==> config.mk <==
export PLATFORM = sky130hd
export DESIGN_NAME = pwp_guard_top
export DESIGN_NICKNAME = d
export VERILOG_FILES = /design/src/pwp_pkg.sv /design/src/pwp_guard_top.sv /design/src/pwp_prot_bank.sv
export SDC_FILE = /design/constraint.sdc
export NUM_CORES = 1
export LEC_CHECK = 0
export BUFFER_PORTS_ARGS = -buffer_cell sky130_fd_sc_hd__buf_2
export CAP_MARGIN = 20
export CORE_MARGIN = 2
export CORE_UTILIZATION = 37
export CTS_CLUSTER_SIZE = 40
export DETAILED_ROUTE_END_ITERATION = 8
export GPL_ROUTABILITY_DRIVEN = 0
export PLACE_DENSITY = 0.78
export SYNTH_ARGS = -nofsm -noshare
export SYNTH_HDL_FRONTEND = slang
export SYNTH_SLANG_ARGS = --single-unit
==> constraint.sdc <==
create_clock -name aclk -period 1.13 [get_ports aclk]
set_input_delay 0.226 -clock aclk [delete_from_list [all_inputs] [get_ports aclk]]
set_output_delay 0.226 -clock aclk [all_outputs]
set_load 0.005 [all_outputs]
==> src/pwp_pkg.sv <==
// Package for the peripheral write-protect bank.
// Holds register offsets, bit positions, reset values and shared helpers.
// Assumes a 32-bit AXI4-Lite register bus with byte strobes.
`default_nettype none

package pwp_pkg;

   ////////////////////////////////////////////////////////////////////////////
   // Bus geometry.

   localparam int unsigned ADDR_W = 4;
   localparam int unsigned DATA_W = 32;
   localparam int unsigned STRB_W = 4;

   ////////////////////////////////////////////////////////////////////////////
   // Register byte offsets.

   localparam logic [ADDR_W-1:0] OFS_PROT_CLEAR = 4'h0;
   localparam logic [ADDR_W-1:0] OFS_PROT_SET   = 4'h4;
   localparam logic [ADDR_W-1:0] OFS_IRQ_STATUS = 4'h8;
   localparam logic [ADDR_W-1:0] OFS_IRQ_MASK   = 4'hC;

   ////////////////////////////////////////////////////////////////////////////
   // Protection bit positions and reset values.

   localparam int unsigned BIT_TRACE_BUFFER_UNIT = 6;
   localparam int unsigned BIT_PORT              = 3;
   localparam int unsigned BIT_NONVOLATILE_MEM   = 2;
   localparam int unsigned BIT_DEVICE_SERVICE    = 1;

   localparam logic [DATA_W-1:0] PROT_RESET = 32'h0000_0002;
   localparam logic [DATA_W-1:0] PROT_VALID = 32'h0000_004E;

   ////////////////////////////////////////////////////////////////////////////
   // Interrupt status layout.

   localparam int unsigned IRQ_BIT_ACCESS = 0;
   localparam int unsigned IRQ_BIT_DOUBLE = 1;

   localparam logic [DATA_W-1:0] IRQ_VALID   = 32'h0000_0003;
   localparam logic [DATA_W-1:0] IRQ_RESET   = 32'h0000_0000;
   localparam logic [DATA_W-1:0] MASK_RESET  = 32'h0000_0000;

   ////////////////////////////////////////////////////////////////////////////
   // AXI response codes.

   localparam logic [1:0] RESP_OKAY   = 2'h0;
   localparam logic [1:0] RESP_SLVERR = 2'h2;

   // Expands byte strobes into a bit mask over the data word.
   function automatic logic [DATA_W-1:0] lane_mask(input logic [STRB_W-1:0] strb);
      logic [DATA_W-1:0] m;
      m = '0;
      for (int i = 0; i < STRB_W; i++) begin
         m[i*8 +: 8] = {8{strb[i]}};
      end
      return m;
   endfunction

endpackage

`default_nettype wire

==> src/pwp_guard_top.sv <==
// Peripheral write-protect bank with an AXI4-Lite register slave.
// Assumes one clock, synchronous active-low reset, and that the guarded
// peripherals present one-cycle write request pulses on guard_req.
//
// Notes on behaviour
// Byte, halfword, word accesses complete indivisibly.
// Each byte lane writes independently.
// Zero bits written change nothing.
// One to clear register drops protection.
// Bits: trace 6, port 3, nvm 2, service 1.
// Clear register at 0x00, reset 0x000002.
// Set register at 0x04, same reset.
// One to set register enables protection.
// Both registers read identical state.
// Protected peripheral write discarded, error signalled.
// Setting already protected bit raises error.
// Other bits read zero, writes ignored.
//
// Decided for this implementation: the AXI4-Lite interface to the registers.
`default_nettype none

module pwp_guard_top
   import pwp_pkg::*;
(
   // Clock and reset.
   input  wire logic              aclk,
   input  wire logic              aresetn,

   // AXI4-Lite write address channel.
   input  wire logic [ADDR_W-1:0] s_axi_awaddr,
   input  wire logic [2:0]        s_axi_awprot,
   input  wire logic              s_axi_awvalid,
   output logic                   s_axi_awready,

   // AXI4-Lite write data channel.
   input  wire logic [DATA_W-1:0] s_axi_wdata,
   input  wire logic [STRB_W-1:0] s_axi_wstrb,
   input  wire logic              s_axi_wvalid,
   output logic                   s_axi_wready,

   // AXI4-Lite write response channel.
   output logic [1:0]             s_axi_bresp,
   output logic                   s_axi_bvalid,
   input  wire logic              s_axi_bready,

   // AXI4-Lite read address channel.
   input  wire logic [ADDR_W-1:0] s_axi_araddr,
   input  wire logic [2:0]        s_axi_arprot,
   input  wire logic              s_axi_arvalid,
   output logic                   s_axi_arready,

   // AXI4-Lite read data channel.
   output logic [DATA_W-1:0]      s_axi_rdata,
   output logic [1:0]             s_axi_rresp,
   output logic                   s_axi_rvalid,
   input  wire logic              s_axi_rready,

   // Guarded peripheral writes: bit 0 service unit, 1 nvm, 2 port, 3 trace.
   input  wire logic [3:0]        guard_req,
   output logic      [3:0]        guard_grant,
   output logic                   guard_err,

   // Protection state and interrupt.
   output logic      [3:0]        prot_state,
   output logic                   irq
);

   ////////////////////////////////////////////////////////////////////////////
   // Types.

   typedef enum logic [1:0] {
      WS_IDLE    = 2'b00,
      WS_COLLECT = 2'b01,
      WS_RESP    = 2'b11
   } pwp_wstate_t;

   ////////////////////////////////////////////////////////////////////////////
   // Functions.

   // A byte or halfword access may carry the address of its own lane, so only
   // the word index picks the register and the strobes pick the lanes.
   function automatic logic same_word(input logic [ADDR_W-1:0] addr,
                                      input logic [ADDR_W-1:0] ofs);
      return addr[ADDR_W-1:2] == ofs[ADDR_W-1:2];
   endfunction

   ////////////////////////////////////////////////////////////////////////////
   // Declarations.

   pwp_wstate_t       wstate_q;
   pwp_wstate_t       wstate_d;

   logic              aw_got_q;
   logic              w_got_q;
   logic [ADDR_W-1:0] awaddr_q;
   logic [DATA_W-1:0] wdata_q;
   logic [STRB_W-1:0] wstrb_q;
   logic              bvalid_q;
   logic [1:0]        bresp_q;

   logic              rvalid_q;
   logic [DATA_W-1:0] rdata_q;
   logic [1:0]        rresp_q;

   logic [DATA_W-1:0] status_q;
   logic [DATA_W-1:0] mask_q;
   logic              guard_err_q;

   logic              aw_hs;
   logic              w_hs;
   logic              b_hs;
   logic              ar_hs;
   logic              r_hs;
   logic              commit;

   logic              hit_clear;
   logic              hit_set;
   logic              hit_status;
   logic              hit_mask;
   logic              hit_any;

   logic              rd_clear;
   logic              rd_set;
   logic              rd_status;
   logic              rd_mask;
   logic              rd_any;
   logic [DATA_W-1:0] rd_word;

   logic [DATA_W-1:0] prot_word;
   logic              double_hit;
   logic [3:0]        prot_slots;
   logic              access_hit;
   logic [DATA_W-1:0] wmask;
   logic [DATA_W-1:0] status_clr;
   logic [DATA_W-1:0] status_set;
   logic [DATA_W-1:0] status_d;
   logic [DATA_W-1:0] mask_d;

   ////////////////////////////////////////////////////////////////////////////
   // Write channel handshakes.

   // A second write is not taken until the response of the first has gone.
   assign s_axi_awready = (wstate_q != WS_RESP) & ~aw_got_q;
   assign s_axi_wready  = (wstate_q != WS_RESP) & ~w_got_q;

   assign aw_hs  = s_axi_awvalid & s_axi_awready;
   assign w_hs   = s_axi_wvalid & s_axi_wready;
   assign b_hs   = bvalid_q & s_axi_bready;
   assign commit = aw_got_q & w_got_q & (wstate_q != WS_RESP);

   always_comb begin
      wstate_d = wstate_q;
      case (wstate_q)
         WS_IDLE: begin
            if (aw_hs || w_hs) begin
               wstate_d = WS_COLLECT;
            end
         end
         WS_COLLECT: begin
            if (commit) begin
               wstate_d = WS_RESP;
            end
         end
         WS_RESP: begin
            if (b_hs) begin
               wstate_d = WS_IDLE;
            end
         end
         default: begin
            wstate_d = WS_IDLE;
         end
      endcase
   end

   always_ff @(posedge aclk) begin
      if (!aresetn) begin
         wstate_q <= WS_IDLE;
         aw_got_q <= 1'b0;
         w_got_q  <= 1'b0;
         awaddr_q <= '0;
         wdata_q  <= '0;
         wstrb_q  <= '0;
      end else begin
         wstate_q <= wstate_d;
         if (aw_hs) begin
            aw_got_q <= 1'b1;
            awaddr_q <= s_axi_awaddr;
         end else if (commit) begin
            aw_got_q <= 1'b0;
         end
         if (w_hs) begin
            w_got_q <= 1'b1;
            wdata_q <= s_axi_wdata;
            wstrb_q <= s_axi_wstrb;
         end else if (commit) begin
            w_got_q <= 1'b0;
         end
      end
   end

   ////////////////////////////////////////////////////////////////////////////
   // Write decode.

   assign hit_clear  = same_word(awaddr_q, OFS_PROT_CLEAR);
   assign hit_set    = same_word(awaddr_q, OFS_PROT_SET);
   assign hit_status = same_word(awaddr_q, OFS_IRQ_STATUS);
   assign hit_mask   = same_word(awaddr_q, OFS_IRQ_MASK);
   // With the present address width every word is mapped; the error path
   // only matters if the map grows without new registers behind it.
   assign hit_any    = hit_clear | hit_set | hit_status | hit_mask;

   assign wmask = lane_mask(wstrb_q);

   always_ff @(posedge aclk) begin
      if (!aresetn) begin
         bvalid_q <= 1'b0;
         bresp_q  <= RESP_OKAY;
      end else if (commit) begin
         bvalid_q <= 1'b1;
         if (!hit_any || double_hit) begin
            bresp_q <= RESP_SLVERR;
         end else begin
            bresp_q <= RESP_OKAY;
         end
      end else if (b_hs) begin
         bvalid_q <= 1'b0;
      end
   end

   assign s_axi_bvalid = bvalid_q;
   assign s_axi_bresp  = bresp_q;

   ////////////////////////////////////////////////////////////////////////////
   // Protection state.

   pwp_prot_bank u_bank (
      .aclk       (aclk),
      .aresetn    (aresetn),
      .wr_en      (commit & (hit_clear | hit_set)),
      .wr_is_set  (hit_set),
      .wr_data    (wdata_q),
      .wr_strb    (wstrb_q),
      .prot       (prot_word),
      .double_hit (double_hit)
   );

   assign prot_slots = {prot_word[BIT_TRACE_BUFFER_UNIT],
                        prot_word[BIT_PORT],
                        prot_word[BIT_NONVOLATILE_MEM],
                        prot_word[BIT_DEVICE_SERVICE]};

   assign prot_state = prot_slots;

   ////////////////////////////////////////////////////////////////////////////
   // Peripheral write guard.

   // Grants are combinational so the peripheral can drop the write in the
   // same cycle; the error pulse is registered and follows one cycle later.
   assign guard_grant = guard_req & ~prot_slots;
   assign access_hit  = |(guard_req & prot_slots);

   always_ff @(posedge aclk) begin
      if (!aresetn) begin
         guard_err_q <= 1'b0;
      end else begin
         guard_err_q <= access_hit;
      end
   end

   assign guard_err = guard_err_q;

   ////////////////////////////////////////////////////////////////////////////
   // Interrupt status and mask.

   assign status_clr = (commit & hit_status) ? (wdata_q & wmask) : '0;

   always_comb begin
      status_set = '0;
      status_set[IRQ_BIT_ACCESS] = access_hit;
      status_set[IRQ_BIT_DOUBLE] = commit & double_hit;
   end

   // A new event in the cycle of its clear keeps the bit set.
   assign status_d = ((status_q & ~status_clr) | status_set) & IRQ_VALID;

   assign mask_d = (commit & hit_mask)
                   ? (((mask_q & ~wmask) | (wdata_q & wmask)) & IRQ_VALID)
                   : mask_q;

   always_ff @(posedge aclk) begin
      if (!aresetn) begin
         status_q <= IRQ_RESET;
         mask_q   <= MASK_RESET;
      end else begin
         status_q <= status_d;
         mask_q   <= mask_d;
      end
   end

   assign irq = |(status_q & mask_q);

   ////////////////////////////////////////////////////////////////////////////
   // Read channel.

   assign s_axi_arready = ~rvalid_q;
   assign ar_hs = s_axi_arvalid & s_axi_arready;
   assign r_hs  = rvalid_q & s_axi_rready;

   // Reads decode the word index exactly as writes do, so a byte read of any
   // lane lands on the register that holds it.
   assign rd_clear  = same_word(s_axi_araddr, OFS_PROT_CLEAR);
   assign rd_set    = same_word(s_axi_araddr, OFS_PROT_SET);
   assign rd_status = same_word(s_axi_araddr, OFS_IRQ_STATUS);
   assign rd_mask   = same_word(s_axi_araddr, OFS_IRQ_MASK);
   assign rd_any    = rd_clear | rd_set | rd_status | rd_mask;

   // Full words are returned; the master picks the lanes it wants.
   assign rd_word = ((rd_clear | rd_set) ? prot_word : '0)
                  | (rd_status ? status_q : '0)
                  | (rd_mask ? mask_q : '0);

   always_ff @(posedge aclk) begin
      if (!aresetn) begin
         rvalid_q <= 1'b0;
         rdata_q  <= '0;
         rresp_q  <= RESP_OKAY;
      end else if (ar_hs) begin
         rvalid_q <= 1'b1;
         rdata_q  <= rd_word;
         rresp_q  <= rd_any ? RESP_OKAY : RESP_SLVERR;
      end else if (r_hs) begin
         rvalid_q <= 1'b0;
      end
   end

   assign s_axi_rvalid = rvalid_q;
   assign s_axi_rdata  = rdata_q;
   assign s_axi_rresp  = rresp_q;

endmodule

`default_nettype wire

==> src/pwp_prot_bank.sv <==
// Shared protection state behind the set and clear registers.
// Assumes the caller qualifies each write with one strobe and byte lanes.
`default_nettype none

module pwp_prot_bank
   import pwp_pkg::*;
(
   // Clock and reset.
   input  wire logic              aclk,
   input  wire logic              aresetn,
   // Write port.
   input  wire logic              wr_en,
   input  wire logic              wr_is_set,
   input  wire logic [DATA_W-1:0] wr_data,
   input  wire logic [STRB_W-1:0] wr_strb,
   // State.
   output logic      [DATA_W-1:0] prot,
   output logic                   double_hit
);

   logic [DATA_W-1:0] prot_q;
   logic [DATA_W-1:0] prot_d;
   logic [DATA_W-1:0] ones;

   // Only ones in enabled lanes on implemented bits take effect.
   assign ones = wr_data & lane_mask(wr_strb) & PROT_VALID;

   // Setting a bit that is already protected is flagged.
   assign double_hit = wr_en & wr_is_set & (|(ones & prot_q));

   always_comb begin
      prot_d = prot_q;
      if (wr_en && wr_is_set) begin
         prot_d = prot_q | ones;
      end else if (wr_en) begin
         prot_d = prot_q & ~ones;
      end
   end

   always_ff @(posedge aclk) begin
      if (!aresetn) begin
         prot_q <= PROT_RESET;
      end else begin
         prot_q <= prot_d;
      end
   end

   assign prot = prot_q & PROT_VALID;

endmodule

`default_nettype wire

======== Word level (Yosys, flattened, before mapping) ========
Cells that the tools add are included.
word-level totals
  word-level logic and storage cells ...... 103
  output and inout bits ................... 51
  bits in writable memories ............... 0
  flip-flop bits (word level) ............. 91
  memories kept ........................... 0
  ROM bits ................................ 0
  bits in latches ......................... 0
operators by class
  eq/ne operators ......................... 12
  shift operators ......................... 0
  $add $sub $neg .......................... 0
  $mul .................................... 0
  muxes and demuxes ....................... 19
  reduce and logical (&&, ||, !) cells .... 16
  divide/modulo/power cells ............... 0
  order comparisons ....................... 0
  bitwise gates (word level) .............. 41
operator list
  operator                                              count
  two-way mux 32 bit                                    2
  OR reduction 32 bit                                   2
  bitwise AND 32 bit                                    1
  bitwise AND 7 x 32 -> 32 bit                          1
  inverter 7 -> 32 bit                                  1
  bitwise OR 32 x 2 -> 32 bit                           1
  bitwise OR 32 x 7 -> 32 bit                           1
  bitwise OR 7 x 32 -> 32 bit                           1
  two-way mux 2 bit                                     8
  bitwise AND 1 bit                                     15
  equality test 2 bit (second input constant)           5
  nonzero test 2 bit                                    5
  bitwise AND 4 bit                                     2
  != test 2 bit (second input constant)                 4
  bitwise AND 7 bit                                     1
  two-way mux 1 bit                                     7
  two-way mux 7 bit                                     1
  bitwise AND 2 bit                                     3
  equality test 2 x 1 -> 1 bit (second input constant)  3
  zero test 2 bit                                       3
  bitwise OR 1 bit                                      6
  case mux 2 bit (3 select lines)                       1
  inverter 2 bit                                        2
  inverter 4 bit                                        1
  other kinds (7)                                       11

======== Depth between registers and ports, before layout ========
  depth in word-level cells ............... 7
  depth in mapped cells ................... 5

======== Hierarchy ========
From an unflattened synthesis, not the netlist that was laid out.
second synthesis, totals
  cells, all modules ...................... 444
  area total of the unflattened synthesis .. 3,987.6 µm²
by module, submodules not included
  module         times used  seq. area each (µm²)  cells an instance  area an instance (µm²)
  pwp_guard_top  1           1,661.6               394                3,587.2
  pwp_prot_bank  1           80.1                  50                 400.4

======== Worst setup path before layout ========
No wires, ideal clock.
  kind .................................... register to register
  start ................................... reg wstate_q[0]
  end ..................................... reg status_q[0]
  data required time ...................... 1.014 ns
  setup time .............................. 0.116 ns
  arrival ................................. 0.971 ns
  path slack .............................. 0.043 ns
  clock period less this slack ............ 1.087 ns
  cell stages (with the launch flop) ...... 5
  cells stage by stage .................... dfxtp_1 -> buf_6 -> a21boi_4 -> nand3_1 -> a31o_2
between the ends
  longest elaborated chain between the ends .. 7
RTL lines
  what                      line                  RTL
  start: declaration        pwp_guard_top.sv:90   pwp_wstate_t wstate_q;
  start signal: assignment  pwp_guard_top.sv:184  wstate_q <= wstate_d;
  != test 2 bit             pwp_guard_top.sv:149  assign commit = aw_got_q & w_got_q & (wstate_q != WS_RESP);
  bitwise AND 1 bit         pwp_guard_top.sv:149
  bitwise AND 1 bit         pwp_guard_top.sv:275  assign status_clr = (commit & hit_status) ? (wdata_q & wmask) : '0;
  two-way mux 2 bit         pwp_guard_top.sv:275
  inverter 2 bit            pwp_guard_top.sv:284  assign status_d = ((status_q & ~status_clr) | status_set) & IRQ_VALID;
  bitwise AND 2 bit         pwp_guard_top.sv:284
  bitwise OR 2 bit          pwp_guard_top.sv:284
  end signal: assignment    pwp_guard_top.sv:295  status_q <= status_d;
  end: declaration          pwp_guard_top.sv:105  logic [DATA_W-1:0] status_q;
Every way passes these cells.
A chain may end at the register's enable or synchronous reset.

======== Worst setup path in the final report ========
  start ................................... reg wstate_q[0]
  end ..................................... out s_axi_awready
between the ends
  longest elaborated chain between the ends .. 2
RTL lines
  what               line                  RTL
  != test 2 bit      pwp_guard_top.sv:143  assign s_axi_awready = (wstate_q != WS_RESP) & ~aw_got_q;
  bitwise AND 1 bit  pwp_guard_top.sv:143
  end: declaration   pwp_guard_top.sv:33   output logic s_axi_awready,
Every way passes these cells.

==> flow_metrics.tcl <==
set metrics [dict create \
    drtAntennaViolNets 0 \
    fin_util_pct 53.6 \
    cp_max_fo 2 \
    insertion_delay_ns 0.28 \
    first_pass_iters 4 \
    layout_setup_ws_ns -0.141 \
    synth_seq_cells 30 \
    setup_viol 15 \
    regToRegSetupSlack_ns -0.09 \
    synth_edf_count 0 \
    arrival_ns 1.04 \
    synth_top_flop_cell "dfxtp_1" \
    drive_above_1_share_pct 41.4 \
    synth_area_mm2 0.00160 \
    holdBufCountCts 0 \
    layout.cells.non_filler 306 \
    synth_commonest_cells "dfxtp_1, buf_4, nand2_1" \
    cp-start-kind "flop" \
    antenna_cells 0 \
    finalHoldViolations 0 \
    path_clk_slew_ns 0.06 \
    fillers 383 \
    synth_top_cell_by_area "dfxtp_1" \
    worstReg2RegStart "wstate_q[0]" \
    pin_count 112 \
    violations "setup timing" \
    fin_crit_ns 1.27 \
    synth.avg_cell_area_um2 8.77 \
    wirelength_mm 4.37 \
    vias 1541 \
    timing.rr.end "wstate_q[1]" \
    grt_overflow 0 \
    cts_root_buf "clkbuf_8" \
    dpl.hpwl_mm 2.86 \
    routed_via_density 5.04 \
    synthArstFlopShare_pct 0 \
    dr.first_iter.drc_count 53 \
    r2r_cells 4 \
    cts_tree "done" \
    die_area_mm2 0.00488 \
    track_usage_pct 16.9 \
    hold_class "in -> reg" \
    synth_most_common_cell "dfxtp_1" \
    irDropWorstVdd_mv 0.547 \
    p_per_area_mw_per_mm2 1070 \
    nets 317 \
    critical_path_class "reg -> out" \
    fin_skew_ns 0.00494 \
    rsz0062_at_grt "true" \
    cts_sinks 30 \
    ys_types 38 \
    crit_required_ns 0.90 \
    worst_setup_path_end_kind "output pin" \
    row_count 23 \
    die_y_um 69.8 \
    first_global_vias 1449 \
    cap_violations 0 \
    status "complete, but fails checks" \
    core_area_mm2 0.00409 \
    min_period_over_period_pct 112 \
    cts_buffer_depth 2 \
    critPathLaunch "wstate_q[0]" \
    maxSlewViolCount 0 \
    drc 0 \
    grt_pass1_wl_mm 6.62 \
    flow.area_growth_from_synthesis_pct 36.7 \
    die_w_um 69.8 \
    p_leak_nw 1.05 \
    start_util_pct 39.3 \
    yosys.area.top_type_share_pct 37.4 \
    ctsHtreeMaxLevel 2 \
    dp_cells 288 \
    fmax_mhz 787 \
    seq_area_frac_synth_pct 37.4 \
    numCtsBuffers 5 \
    syn_inst 183 \
    io_buffers 42 \
    antenna_found_initial 0 \
    wl_per_cell_um 14.3 \
    synthTopCellsByArea "dfxtp_1, buf_4, a21boi_0, nand2_1, mux2i_1" \
    crit_end "s_axi_awready" \
    grt_max_degree 15 \
    yosysWarnings 0 \
]
==> layout make-up <==
class / count / area (um2) / share of cell area [%]
clock buffer: 7 / 76.3 / 3.48
inverter: 3 / 11.3 / 0.514
multi-input combinational: 143 / 928 / 42.4
sequential: 30 / 612 / 27.9
tap: 50 / 62.6 / 2.85
timing repair buffer: 73 / 502 / 22.9
==> how the worst min path moves through the flow <==
stage | from | to | slack [ns] | cells after the start
CTS | s_axi_arvalid | s_axi_rvalid | 0.19 | 2
global route | s_axi_wstrb[0] | wstrb_q[0] | 0.21 | 3
finish | s_axi_wstrb[0] | wstrb_q[0] | 0.19 | 3
detailed placement | s_axi_rdata[6] | s_axi_rdata[6] | 0.46 | 2
floorplan | s_axi_arvalid | s_axi_rvalid | 0.36 | 1
global placement | s_axi_rdata[6] | s_axi_rdata[6] | 0.45 | 2
==> through the flow <==
step / setup WS (ns) / setup TNS [ns] / total power, W / instance area [um2] / hold slack, ns
after floorplan: 0.0431 / 0 / 0.00140 / 1710 / 0.364
after global placement: 0.00522 / 0 / 0.00147 / 1900 / 0.447
after detailed placement: -0.0382 / -0.0868 / 0.00147 / 1900 / 0.459
after CTS: -0.138 / -0.532 / 0.00229 / 2110 / 0.195
after global routing: -0.173 / -1.45 / 0.00244 / 2190 / 0.211
final: -0.141 / -0.903 / 0.00234 / 2190 / 0.194
==> cell usage in the layout, fill, tap and decap left out, drive strengths merged, types with 3 or more instances in the layout <==
| cell | netlist | layout |
|---|---|---|
| nand3 | 13 | 13 |
| conb | 1 | 29 |
| o21ai | 8 | 8 |
| nor2 | 4 | 4 |
| buf | 33 | 73 |
| inv | 3 | 3 |
| nand4 | 4 | 4 |
| dfxtp | 30 | 30 |
| nand2 | 19 | 19 |
| mux2i | 7 | 7 |
| a21oi | 3 | 3 |
| nor2b | 10 | 10 |
| a21boi | 13 | 14 |
| nand2b | 3 | 3 |
| and2 | 3 | 3 |
| clkbuf | 3 | 7 |
| nand3b | 3 | 3 |
| and3 | 3 | 3 |
==> routing by layer <==
layer | wire length [um] | global-route usage [%] | share of wire [%]
met5 | 0 | 0 | 0
met4 | 103 | 6.20 | 2.4
met3 | 293 | 5.52 | 6.7
met2 | 2180 | 30.3 | 50
met1 | 1790 | 18.5 | 41
==> worst max-delay path, cell delays in order (launching register included) <==
cell	delay (ns)
dfxtp_2	0.32
and2_4	0.16
buf_6	0.11
nor2_1	0.07
buf_2	0.11
==> power by group <==
part | total (W) | switching [W] | internal, W | leakage [nW]
combinational | 0.000413 | 0.000210 | 0.000203 | 0.766
sequential | 0.00114 | 0.0000350 | 0.00110 | 0.248
clock | 0.000795 | 0.000373 | 0.000423 | 0.0383
total | 0.00234 | 0.000617 | 0.00173 | 1.05
==> what timing repair did <==
item                                    4_1_cts  5_1_grt
endpoints found under the setup margin       13       28
hold endpoints to repair                      0        0
resized for setup                            24       20
setup buffers                                 8        3
cloned                                        1        0
pin swaps                                     7       12
==> cell families after synthesis <==
group / share of synthesized area [%]
and+or+nand+nor: 22.2
muxes: 5.07
buffers and inverters: 17.0
AOI/OAI and AO/OA: 18.1
DFF: 37.4
other: 0.234
(Power assumes the default switching activity.)
